<file path="src/include/dsc_pkg.sv">
// package: drive state control constants, state encoding and carrier structs
package dsc_pkg;

	// control word bit positions
	localparam int CW_SWITCH_ON  = 0;
	localparam int CW_VOLTAGE    = 1;
	localparam int CW_RAPID_STOP = 2;
	localparam int CW_ENABLE_OP  = 3;
	localparam int CW_TRIP_RESET = 7;

	// status word bit positions
	localparam int SW_WARNING    = 7;
	localparam int SW_MESSAGE    = 8;
	localparam int SW_SETPOINT   = 10;
	localparam int SW_LIMIT      = 11;

	// status word state patterns (bits 6,5 and 3..0; bit 4 left clear)
	localparam logic [15:0] SW_NOT_READY   = 16'h0000;
	localparam logic [15:0] SW_INHIBITED   = 16'h0040;
	localparam logic [15:0] SW_READY       = 16'h0021;
	localparam logic [15:0] SW_SWITCHED_ON = 16'h0023;
	localparam logic [15:0] SW_ENABLED     = 16'h0027;
	localparam logic [15:0] SW_TRIP        = 16'h0008;
	localparam logic [15:0] SW_TRIP_REACT  = 16'h000f;
	localparam logic [15:0] SW_RAPID_STOP  = 16'h0007;

	// reset values
	localparam logic        RST_OUTPUT_BLOCKED = 1'b1;
	localparam logic        RST_PREV_RESET_BIT = 1'b0;

	// device states, gray along the usual power-up path
	typedef enum logic [2:0] {
		DSC_NOT_READY   = 3'h0,
		DSC_INHIBITED   = 3'h1,
		DSC_READY       = 3'h3,
		DSC_SWITCHED_ON = 3'h2,
		DSC_ENABLED     = 3'h6,
		DSC_RAPID_STOP  = 3'h7,
		DSC_TRIP_REACT  = 3'h5,
		DSC_TRIP        = 3'h4
	} dsc_state_t;

	// decoded control word requests
	typedef struct packed {
		logic shut_down;
		logic switch_on;
		logic enable_op;
		logic inhibit_op;
		logic inhibit_volt;
		logic rapid_stop;
		logic trip_reset;
	} dsc_req_t;

	// drive-side conditions, all synchronised
	typedef struct packed {
		logic init_done;
		logic fault;
		logic decel_done;
		logic auto_inhibit;
		logic warning;
		logic setpoint_reached;
		logic limit_active;
	} dsc_drive_t;

endpackage : dsc_pkg

</file>
<file path="src/dsc_cmd_decode.sv">
// control word decoder: combinational command patterns and trip-reset edge
`timescale 1ns/100ps
module dsc_cmd_decode
	import dsc_pkg::*;
(
	// clock and reset
	input  wire logic        i_clk_sys,
	input  wire logic        i_rstn,
	// control word from the fieldbus side, already in the clock domain
	input  wire logic [15:0] i_ctrl_word,
	// decoded requests
	output dsc_req_t         o_req
);

	logic prev_reset_bit;

	// each command only looks at the bits it defines, the rest are don't care
	wire b0 = i_ctrl_word[CW_SWITCH_ON];
	wire b1 = i_ctrl_word[CW_VOLTAGE];
	wire b2 = i_ctrl_word[CW_RAPID_STOP];
	wire b3 = i_ctrl_word[CW_ENABLE_OP];
	wire b7 = i_ctrl_word[CW_TRIP_RESET];

	assign o_req.shut_down    = ~b0 & b1 & b2;
	assign o_req.switch_on    = b0 & b1 & b2;
	assign o_req.enable_op    = b3 & b2 & b1 & b0;
	assign o_req.inhibit_op   = ~b3 & b2 & b1 & b0;
	assign o_req.inhibit_volt = ~b1;
	assign o_req.rapid_stop   = ~b2 & b1;
	assign o_req.trip_reset   = b7 & ~prev_reset_bit;

	// previous bit 7 kept so a static high level never retriggers a reset
	always_ff @(posedge i_clk_sys) begin
		if (!i_rstn) begin
			prev_reset_bit <= RST_PREV_RESET_BIT;
		end else begin
			prev_reset_bit <= b7;
		end
	end
endmodule : dsc_cmd_decode

</file>
<file path="src/dsc_device_ctrl.sv">
// drive device-control state machine with status word generation
`timescale 1ns/100ps
module dsc_device_ctrl
	import dsc_pkg::*;
(
	// clock and reset
	input  wire logic        i_clk_sys,
	input  wire logic        i_rstn,
	// control word, from logic on the same clock
	input  wire logic [15:0] i_ctrl_word,
	// drive-side conditions, pins from outside the clock domain
	input  wire logic        i_init_done,
	input  wire logic        i_fault,
	input  wire logic        i_decel_done,
	input  wire logic        i_auto_inhibit,
	input  wire logic        i_warning,
	input  wire logic        i_setpoint_reached,
	input  wire logic        i_limit_active,
	// status and control outputs
	output logic [15:0]      o_status_word,
	output logic             o_output_blocked,
	output logic             o_decel_req,
	output logic [2:0]       o_state
);

	//////////////////////////////////////////////////////////////////////////////

	dsc_drive_t  drv_meta;
	dsc_drive_t  drv;
	dsc_req_t    req;
	dsc_state_t  state;
	dsc_state_t  next_state;
	logic [15:0] next_status;
	logic        next_blocked;
	logic        next_decel;

	// two stages on every pin input; only the second stage is read
	always_ff @(posedge i_clk_sys) begin
		if (!i_rstn) begin
			drv_meta <= '0;
			drv      <= '0;
		end else begin
			drv_meta <= {i_init_done, i_fault, i_decel_done, i_auto_inhibit,
				i_warning, i_setpoint_reached, i_limit_active};
			drv      <= drv_meta;
		end
	end

	dsc_cmd_decode u_decode (
		.i_clk_sys   (i_clk_sys),
		.i_rstn      (i_rstn),
		.i_ctrl_word (i_ctrl_word),
		.o_req       (req)
	);

	//////////////////////////////////////////////////////////////////////////////

	// state pattern lookup used for both next status and checks
	function automatic logic [15:0] state_bits(input dsc_state_t s);
		unique case (s)
			DSC_NOT_READY:   state_bits = SW_NOT_READY;
			DSC_INHIBITED:   state_bits = SW_INHIBITED;
			DSC_READY:       state_bits = SW_READY;
			DSC_SWITCHED_ON: state_bits = SW_SWITCHED_ON;
			DSC_ENABLED:     state_bits = SW_ENABLED;
			DSC_RAPID_STOP:  state_bits = SW_RAPID_STOP;
			DSC_TRIP_REACT:  state_bits = SW_TRIP_REACT;
			DSC_TRIP:        state_bits = SW_TRIP;
		endcase
	endfunction : state_bits

	// precedence: fault, then inhibit voltage, then rapid stop, then the rest
	wire go_fault   = drv.fault && state != DSC_TRIP_REACT && state != DSC_TRIP;
	wire go_inhvolt = req.inhibit_volt;
	wire go_rstop   = req.rapid_stop && !req.inhibit_volt;

	// transition selection; a command with no edge from here changes nothing
	always_comb begin
		next_state = state;
		if (go_fault) begin
			next_state = DSC_TRIP_REACT;
		end else begin
			unique case (state)
				DSC_NOT_READY: begin
					if (drv.init_done)
						next_state = DSC_INHIBITED;
				end
				DSC_INHIBITED: begin
					if (!go_inhvolt && !go_rstop && req.shut_down)
						next_state = DSC_READY;
				end
				DSC_READY: begin
					if (go_inhvolt || go_rstop)
						next_state = DSC_INHIBITED;
					else if (req.switch_on)
						next_state = DSC_SWITCHED_ON;
				end
				DSC_SWITCHED_ON: begin
					if (go_inhvolt || go_rstop)
						next_state = DSC_INHIBITED;
					else if (req.shut_down)
						next_state = DSC_READY;
					else if (req.enable_op)
						next_state = DSC_ENABLED;
				end
				DSC_ENABLED: begin
					if (go_inhvolt)
						next_state = DSC_INHIBITED;
					else if (go_rstop)
						next_state = DSC_RAPID_STOP;
					else if (req.shut_down)
						next_state = DSC_READY;
					else if (req.inhibit_op)
						next_state = DSC_SWITCHED_ON;
				end
				DSC_RAPID_STOP: begin
					// inhibiting voltage cuts the ramp short
					if (go_inhvolt || drv.decel_done)
						next_state = DSC_INHIBITED;
				end
				DSC_TRIP_REACT: begin
					if (drv.decel_done)
						next_state = DSC_TRIP;
				end
				DSC_TRIP: begin
					if (req.trip_reset && !drv.fault)
						next_state = DSC_INHIBITED;
				end
			endcase
		end
	end

	// outputs follow the next state so they line up with the state register
	always_comb begin
		next_status = state_bits(next_state);
		next_status[SW_WARNING]  = drv.warning;
		next_status[SW_SETPOINT] = drv.setpoint_reached;
		next_status[SW_LIMIT]    = drv.limit_active;
		next_status[SW_MESSAGE]  = next_state == DSC_ENABLED && drv.auto_inhibit;
		next_blocked = !(next_state == DSC_ENABLED && !drv.auto_inhibit);
		next_decel   = next_state == DSC_RAPID_STOP || next_state == DSC_TRIP_REACT;
	end

	// state register and registered outputs
	always_ff @(posedge i_clk_sys) begin
		if (!i_rstn) begin
			state            <= DSC_NOT_READY;
			o_status_word    <= SW_NOT_READY;
			o_output_blocked <= RST_OUTPUT_BLOCKED;
			o_decel_req      <= 1'b0;
			o_state          <= DSC_NOT_READY;
		end else begin
			state            <= next_state;
			o_status_word    <= next_status;
			o_output_blocked <= next_blocked;
			o_decel_req      <= next_decel;
			o_state          <= next_state;
		end
	end
endmodule : dsc_device_ctrl
</file>
<file path="config.mk">
export PLATFORM = sky130hd
export DESIGN_NAME = dsc_device_ctrl
export DESIGN_NICKNAME = d
export VERILOG_FILES = /design/src/include/dsc_pkg.sv /design/src/dsc_cmd_decode.sv /design/src/dsc_device_ctrl.sv
export SDC_FILE = /design/constraint.sdc
export NUM_CORES = 1
export LEC_CHECK = 0
export ABC_AREA = 1
export BUFFER_PORTS_ARGS = -buffer_cell sky130_fd_sc_hd__buf_2
export CAP_MARGIN = 30
export CELL_PAD_IN_SITES_DETAIL_PLACEMENT = 1
export CELL_PAD_IN_SITES_GLOBAL_PLACEMENT = 1
export CORE_ASPECT_RATIO = 1.25
export CORE_UTILIZATION = 32
export CTS_CLUSTER_DIAMETER = 200
export CTS_CLUSTER_SIZE = 8
export DETAILED_ROUTE_END_ITERATION = 7
export GPL_ROUTABILITY_DRIVEN = 0
export MAX_ROUTING_LAYER = met4
export PLACE_DENSITY_LB_ADDON = 0.1
export RECOVER_POWER = 25
export SLEW_MARGIN = 10
export SYNTH_ARGS = -nofsm -noshare
export SYNTH_HDL_FRONTEND = slang
export SYNTH_SLANG_ARGS = --single-unit
</file>
<file path="constraint.sdc">
create_clock -name i_clk_sys -period 1.3 [get_ports i_clk_sys]
set_input_delay 0 -clock i_clk_sys [delete_from_list [all_inputs] [get_ports i_clk_sys]]
set_output_delay 0 -clock i_clk_sys [all_outputs]
set_load 0.02 [all_outputs]
</file>
==> results by group, run 1 <==
Synth
  • Most frequent cells after synthesis: nand2_1 (44), dfxtp_1 (30), inv_1 (28)
  • Post-synth EDFFs: 0
  • Synth top area share: 54.79%
  • Post-Syn Area: 1096 um2
  • Yosys top cell by area: dfxtp_1
  • Post-synthesis register bit count: 30
  • Yosys warning total: 0
  • Most area-consuming cells after synthesis: dfxtp_1 (55%), nand2_1 (15%), inv_1 (9.6%), nor2_1 (4.5%), buf_4 (4.1%)
  • Seq/Total Area, Yosys: 54.79%
  • Cell with the most instances after synthesis: nand2_1
  • Cell variety after synth: 20
  • Ys async rst share: 0%
  • Syn Inst Count: 142
  • Most used DFF post-synth: dfxtp_1
  • Avg Inst Size Synth: around 7.7 um2

Floorplan
  • Chip height: 67.44 um
  • Initial Util: 34.01%
  • Die W: 54.35 um
  • Die Area: 3665 um2
  • Row count: 23
  • IO Count: 46
  • Core ar.: around 3200 um2

Pwr
  • P_leak: 0.8742 nW
  • Power Dens Cells: roughly 1300 nW/um2
  • Worst vdd ir: 770.9 uV

Worst hold path
  • Worst Hold Launch: i_rstn
  • Worst hold path type: input port to flop

Drt
  • DRC Markers: 0
  • Metal2 WL: 1236 um
  • DR pass1 iterations: 2
  • Avg WL per Cell: 10.01 um
  • Iteration-0 DRC Markers: 12
  • Wl on met1: 885 um
  • Routed length on met3: 91 um
  • Via/cell ratio: 4.182
  • Vias: between 900 and 1,000
  • Post-route ant nets: 0
  • Top Metal Used: met4
  • Total Wirelength: roughly 2300 um

STA
  • Min cycle time layout: 1.223 ns
  • Clock skew: 0.006306 ns
  • Hold slack: 0.05597 ns
  • Tcrit/Tclk final: 94.06%
  • Count of final setup violators: 0
  • Final Hold Viols: 0
  • Max-slew violations: 0
  • RSZ-0062 raised after global routing: true
  • Max Freq: a little over 800 MHz

Worst setup path
  • Crit path max fanout: 7
  • Slowest stage delay, CP: 0.38 ns
  • Worst setup EP type: flop
  • Worst Path Arrival: 1.43 ns
  • Worst reg2reg startpoint: state[2]$_SDFF_PN0_
  • Worst Path Required: roughly 1.5 ns
  • Startpoint types: flop
  • Worst Setup SP: state[2]$_SDFF_PN0_
  • Cells along the critical path: nor2_1, nor2_1, nand2_1, nor2_4, buf_4, nand2_1, a21oi_1
  • Crit-path slowest cell: dfxtp_4
  • WS Path Type: flop to flop

Clocking
  • Worst skew pair latency: roughly 0.27 ns
  • Clk slew on worst S/H paths: approximately 0.060 ns
  • CTS tree: built
  • Htree depth: 2
  • Clock Tree Buf Depth: 2
  • TritonCTS sink count: 30
  • Root Buffer: clkbuf_8
  • Num CTS Buffers: 5

Outcome
  • Run status: complete, no violations

Placement
  • Hpwl dp: approximately 1600 um
  • Placed Cells: 206
  • # port buffers: 28

Final layout
  • Final cell count without fillers: between 200 and 250
  • Layout Nets: roughly 210
  • Ant. Diodes: 0
  • Layout cells sized above 1: 30.85%
  • Synth-to-layout area growth: 36.76%

Global routing
  • Global-route wire length before repair: 3657 um
  • Total gr overflow: 0
  • Vias in the first global route: around 940
  • Pin count of the biggest net entering global routing: 13
  • All-Layer GR Usage: around 14%
  • Initial antenna violation count: 0

Job
  • Max Cap Viol: 0
==> critical path, delay by kind of cell, from the launching register on <==
family | cells | cell delay [ns]
AND/OR/NAND/NOR | 5 | 0.52
flip-flops | 1 | 0.38
AO/OA/AOI/OAI | 1 | 0.12
buffers and inverters | 1 | 0.14
==> path summary, 6_finish.rpt <==
check	slack [ns]	cells past startpoint	endpoint
worst max-delay path	0.08	7	o_status_word[5]$_SDFF_PN0_
worst min-delay path	0.06	3	drv[3]$_SDFF_PN0_
worst max register to register	0.08	7	o_status_word[5]$_SDFF_PN0_
worst min register to register	0.40	2	drv[3]$_SDFF_PN0_
==> metal layers <==
| layer | global-route usage, % | up-vias |
|---|---|---|
| li1 | - | 486 |
| met1 | 12.77 | 429 |
| met2 | 26.22 | 22 |
| met3 | 5.405 | 4 |
| met4 | 6.731 | 0 |
| met5 | - | - |
==> flip-flops by register name, summed over array words and instances, names as in the netlist <==
signal                   cells
drv                          7
drv_meta                     7
o_decel_req                  1
o_output_blocked             1
o_status_word               10
state                        3
u_decode.prev_reset_bit      1
==> repair_timing <==
item	CTS	global route
gates resized for setup	2	10
hold buffers	8	0
setup endpoints to repair	3	5
pin swaps	0	1
endpoints found under the hold margin	8	0
buffers inserted	0	3
==> cell families (layout without fill, tap and decap cells) <==
group | after synthesis | count (layout) | synth area share (%)
simple gates | 68 | 68 | 27.17
buf+inv | 38 | 79 | 15.07
compound gates | 5 | 5 | 2.625
flops | 30 | 30 | 54.79
other cells | 1 | 6 | 0.3421
==> layout by cell type (no fill, tap or decap), types with 2 or more instances in the layout <==
master and n:
dlygate4sd3_1 8, nand3_1 3, nor2_1 12, inv_2 3, nor2_2 2, conb_1 6
inv_1 27, clkbuf_8 6, a21oi_1 3, dfxtp_1 27, dfxtp_4 3, buf_2 28
buf_4 5, nand2_2 4, nand2_1 41
==> per-stage QoR <==
step	instance area [um2]	TNS [ns]	total power, mW	utilization [%]	worst slack (ns)
finish	1499	0	1.953	46.51	0.07717
global route	1499	-0.1137	2.059	46.51	-0.05141
CTS	1443	0	1.971	44.76	0.01949
detailed placement	1265	-0.06394	1.195	39.25	-0.06231
global placement	1265	-0.04807	1.188	39.25	-0.04807
floorplan	1116	0	1.140	-	0.02831
==> where the power goes <==
part / switching [mW] / internal (mW) / total, mW
Combinational: 0.141 / 0.0868 / 0.228
Clock: 0.325 / 0.424 / 0.749
Sequential: 0.0190 / 0.957 / 0.976
Total: 0.485 / 1.47 / 1.95
==> area by class of cell <==
type	instances	area, um2
clock buffers	6	82.58
clock inverters	2	12.51
fillers	413	1724
inverters	30	112.6
multi-input cells	79	375.4
flip-flops and latches	30	611.8
well taps	37	46.29
repair buffers	41	257.7
Note: power is estimated with default switching activity, not from simulation.
==> run 2: changes to the inputs <==
--- a/config.mk
+++ b/config.mk
@@ -11,7 +11,7 @@
 export CELL_PAD_IN_SITES_DETAIL_PLACEMENT = 1
 export CELL_PAD_IN_SITES_GLOBAL_PLACEMENT = 1
 export CORE_ASPECT_RATIO = 1.25
-export CORE_UTILIZATION = 32
+export CORE_UTILIZATION = 29
 export CTS_CLUSTER_DIAMETER = 200
 export CTS_CLUSTER_SIZE = 8
 export DETAILED_ROUTE_END_ITERATION = 7
==> constraint.sdc (replaced) <==
create_clock -name i_clk_sys -period 1 [get_ports i_clk_sys]
set_input_delay 0 -clock i_clk_sys [delete_from_list [all_inputs] [get_ports i_clk_sys]]
set_output_delay 0 -clock i_clk_sys [all_outputs]
set_load 0.02 [all_outputs]
==> run 2 against run 1 <==
- the run now ends with DRC, setup timing left
- core utilization shrank 0.25 points
- global-route usage shrank 0.76 points
- sequential cell count is the same
- die area grew 10%
- maximum frequency shrank 1.1%
- power grew 38%
- sequential power grew 31%
- final cell count grew 2.2%
- register-to-register slack lost 0.31 ns
==> results by group, run 2 (synthesis results as in run 1) <==
Placement
  • Hpwl dp: 1675 um (+2.5%)
  • Post-DP Area: 1301 um2 (+2.9%)
  • # port buffers: 28 (unchanged)

STA
  • Tcrit/Tclk final: 123.7% (+30 points)
  • Final Hold Viols: 0 (unchanged)
  • Clock skew: 0.004972 ns (-0.001334 ns)
  • Max-slew violations: 0 (unchanged)
  • Setup TNS: -1.957 ns (-1.957 ns)
  • Max Freq: 808.4 MHz (-1.1%)
  • Min cycle time layout: 1.237 ns (+0.01418 ns)
  • RSZ-0062 raised after global routing: true
  • Worst setup margin: -0.2370 ns (-0.3142 ns)
  • Hold slack: 0.07534 ns (+0.01936 ns)
  • Count of final setup violators: 13 (+13)

Worst setup path
  • Worst Path Arrival: 1.41 ns (-0.02 ns)
  • Startpoint types: flop
  • FF-to-FF path depth: 7 (unchanged)
  • Worst Path Required: 1.17 ns (-0.34 ns)
  • Worst reg2reg startpoint: state[2]$_SDFF_PN0_
  • Worst setup EP type: flop
  • Reg2reg end: o_output_blocked$_SDFF_PN1_
  • WS Path Type: flop to flop
  • Crit path max fanout: 7 (unchanged)
  • Reg2reg setup slack: -0.24 ns (-0.31 ns)

Clocking
  • Clk slew on worst S/H paths: 0.07 ns (about the same)
  • Root Buffer: clkbuf_8
  • Clock Tree Buf Depth: 2 (unchanged)
  • Htree depth: 2 (unchanged)
  • CTS tree: built
  • Num CTS Buffers: 5 (unchanged)
  • TritonCTS sink count: 30 (unchanged)
  • Worst skew pair latency: 0.27 ns (about the same)

Floorplan
  • Row count: 24 (+4.3%)
  • Die W: 56.99 um (+4.9%)
  • Initial Util: 30.93% (-3.1 points)
  • Chip height: 70.74 um (+4.9%)
  • Die Area: 4031 um2 (+10%)
  • IO Count: 46 (unchanged)
  • Core ar.: 3543 um2 (+9.9%)

Final layout
  • Layout cells sized above 1: 41.88% (+11 points)
  • Most common cell after layout, fill and taps aside: nand2_1
  • Max FFs per register: 10 (unchanged)
  • Post-Layout Inst Area: 1639 um2 (+9.3%)
  • Top reg by flops: o_status_word
  • Ant. Diodes: 0 (unchanged)
  • Final Core Density: 46.26% (-0.25 points)
  • Synth-to-layout area growth: 49.54%
  • Storage cell area: 614.3 um2 (+0.41%)
  • Largest regs: o_status_word (10), drv (7), drv_meta (7)
  • Area of the multi-input gates: 464.2 um2 (+24%)
  • Filler Cells Inserted: 445 (+7.7%)
  • Highest-count cells in the layout ignoring fill and taps: nand2_1 (34), buf_2 (27), dfxtp_1 (25)
  • Layout Nets: 215 (+1.4%)

Global routing
  • Total gr overflow: 0 (unchanged)
  • Vias in the first global route: 1,018 (+8.9%)
  • Global-route wire length before repair: 4119 um (+13%)
  • Pin count of the biggest net entering global routing: 13 (unchanged)
  • All-Layer GR Usage: 13.73% (-0.76 points)
  • Initial antenna violation count: 0 (unchanged)

Drt
  • Total Wirelength: 2520 um (+12%)
  • DRC Markers: 2 (+2)
  • Iteration-0 DRC Markers: 32 (+20)
  • Avg WL per Cell: 10.96 um (+9.4%)
  • DR pass1 iterations: 6 (+4)
  • Via/cell ratio: 4.278 (+2.3%)
  • Vias: 984 (+4.6%)
  • Post-route ant nets: 0 (unchanged)

Outcome
  • Run status: finished with violations
  • Failing checks: DRC, setup timing

Worst hold path
  • Hold Crit Endpoint: drv[5]$_SDFF_PN0_
  • Hold depth: 3 (unchanged)
  • Worst hold path type: input port to flop
  • Worst Hold Launch: i_rstn

Job
  • Max Cap Viol: 0 (unchanged)

Pwr
  • P_leak: 0.9392 nW (+7.4%)
  • Worst vdd ir: 926.2 uV (+20%)
  • Power Dens Cells: 1650 nW/um2 (+27%)
==> run 2: area by class of cell <==
type / instances / share of cell area (%)
Clock inverter: 2 / 0.6107
Timing Repair Buffer: 44 / 17.71
Inverter: 30 / 7.176
Sequential cell: 30 / 37.48
Clock buffer: 6 / 5.725
Tap cell: 39 / 2.977
Multi-Input combinational cell: 79 / 28.32
==> run 2: metal layers <==
metal	wire length, um	track usage (%)	part of all wire, %
met1	979	11.97	39
met3	89	3.839	3.5
met5	0	-	0
met4	52	5.691	2.1
met2	1398	26.67	55
==> run 2: critical path, cell delays in order, from the launching register on <==
cell	delay, ns
dfxtp_4	0.37
buf_4	0.14
nand3_4	0.06
nand3b_4	0.09
nor2_4	0.17
nand4_4	0.12
nor2_2	0.12
nand2_1	0.05
==> run 2: worst max-delay path by stage <==
stage               cells after the start                 from  slack (ns)                     endpoint
floorplan                               7  state[1]$_SDFF_PN0_       -0.13  o_output_blocked$_SDFF_PN1_
global placement                        7  state[0]$_SDFF_PN0_       -0.20  o_output_blocked$_SDFF_PN1_
detailed placement                     10  state[0]$_SDFF_PN0_       -0.19  o_output_blocked$_SDFF_PN1_
CTS                                     7  state[0]$_SDFF_PN0_       -0.20  o_output_blocked$_SDFF_PN1_
global route                            7  state[0]$_SDFF_PN0_       -0.32  o_output_blocked$_SDFF_PN1_
finish                                  7  state[2]$_SDFF_PN0_       -0.24  o_output_blocked$_SDFF_PN1_
==> run 2: repair_timing <==
| item | 4_1_cts | 5_1_grt |
|---|---|---|
| gates resized for setup | 10 | 22 |
| hold buffers | 8 | 0 |
| buffers inserted | 1 | 5 |
| hold endpoints to repair | 8 | 0 |
| endpoints found under the setup margin | 12 | 12 |
| pin swaps | 5 | 10 |
==> run 2: power by group <==
group / total [mW] / switching, mW / internal (mW)
registers: 1.28 / 0.0320 / 1.25
clock network: 1.08 / 0.445 / 0.631
logic: 0.351 / 0.214 / 0.137
==> run 2: metrics by stage <==
step           total power [mW]  cells  setup slack (ns)
2_1_floorplan             1.495    147           -0.1262
3_3_place_gp              1.561    208           -0.1970
3_5_place_dp              1.567    208           -0.1903
4_1_cts                   2.707    225           -0.1996
5_1_grt                   2.859    230           -0.3236
6_report                  2.704    230           -0.2370
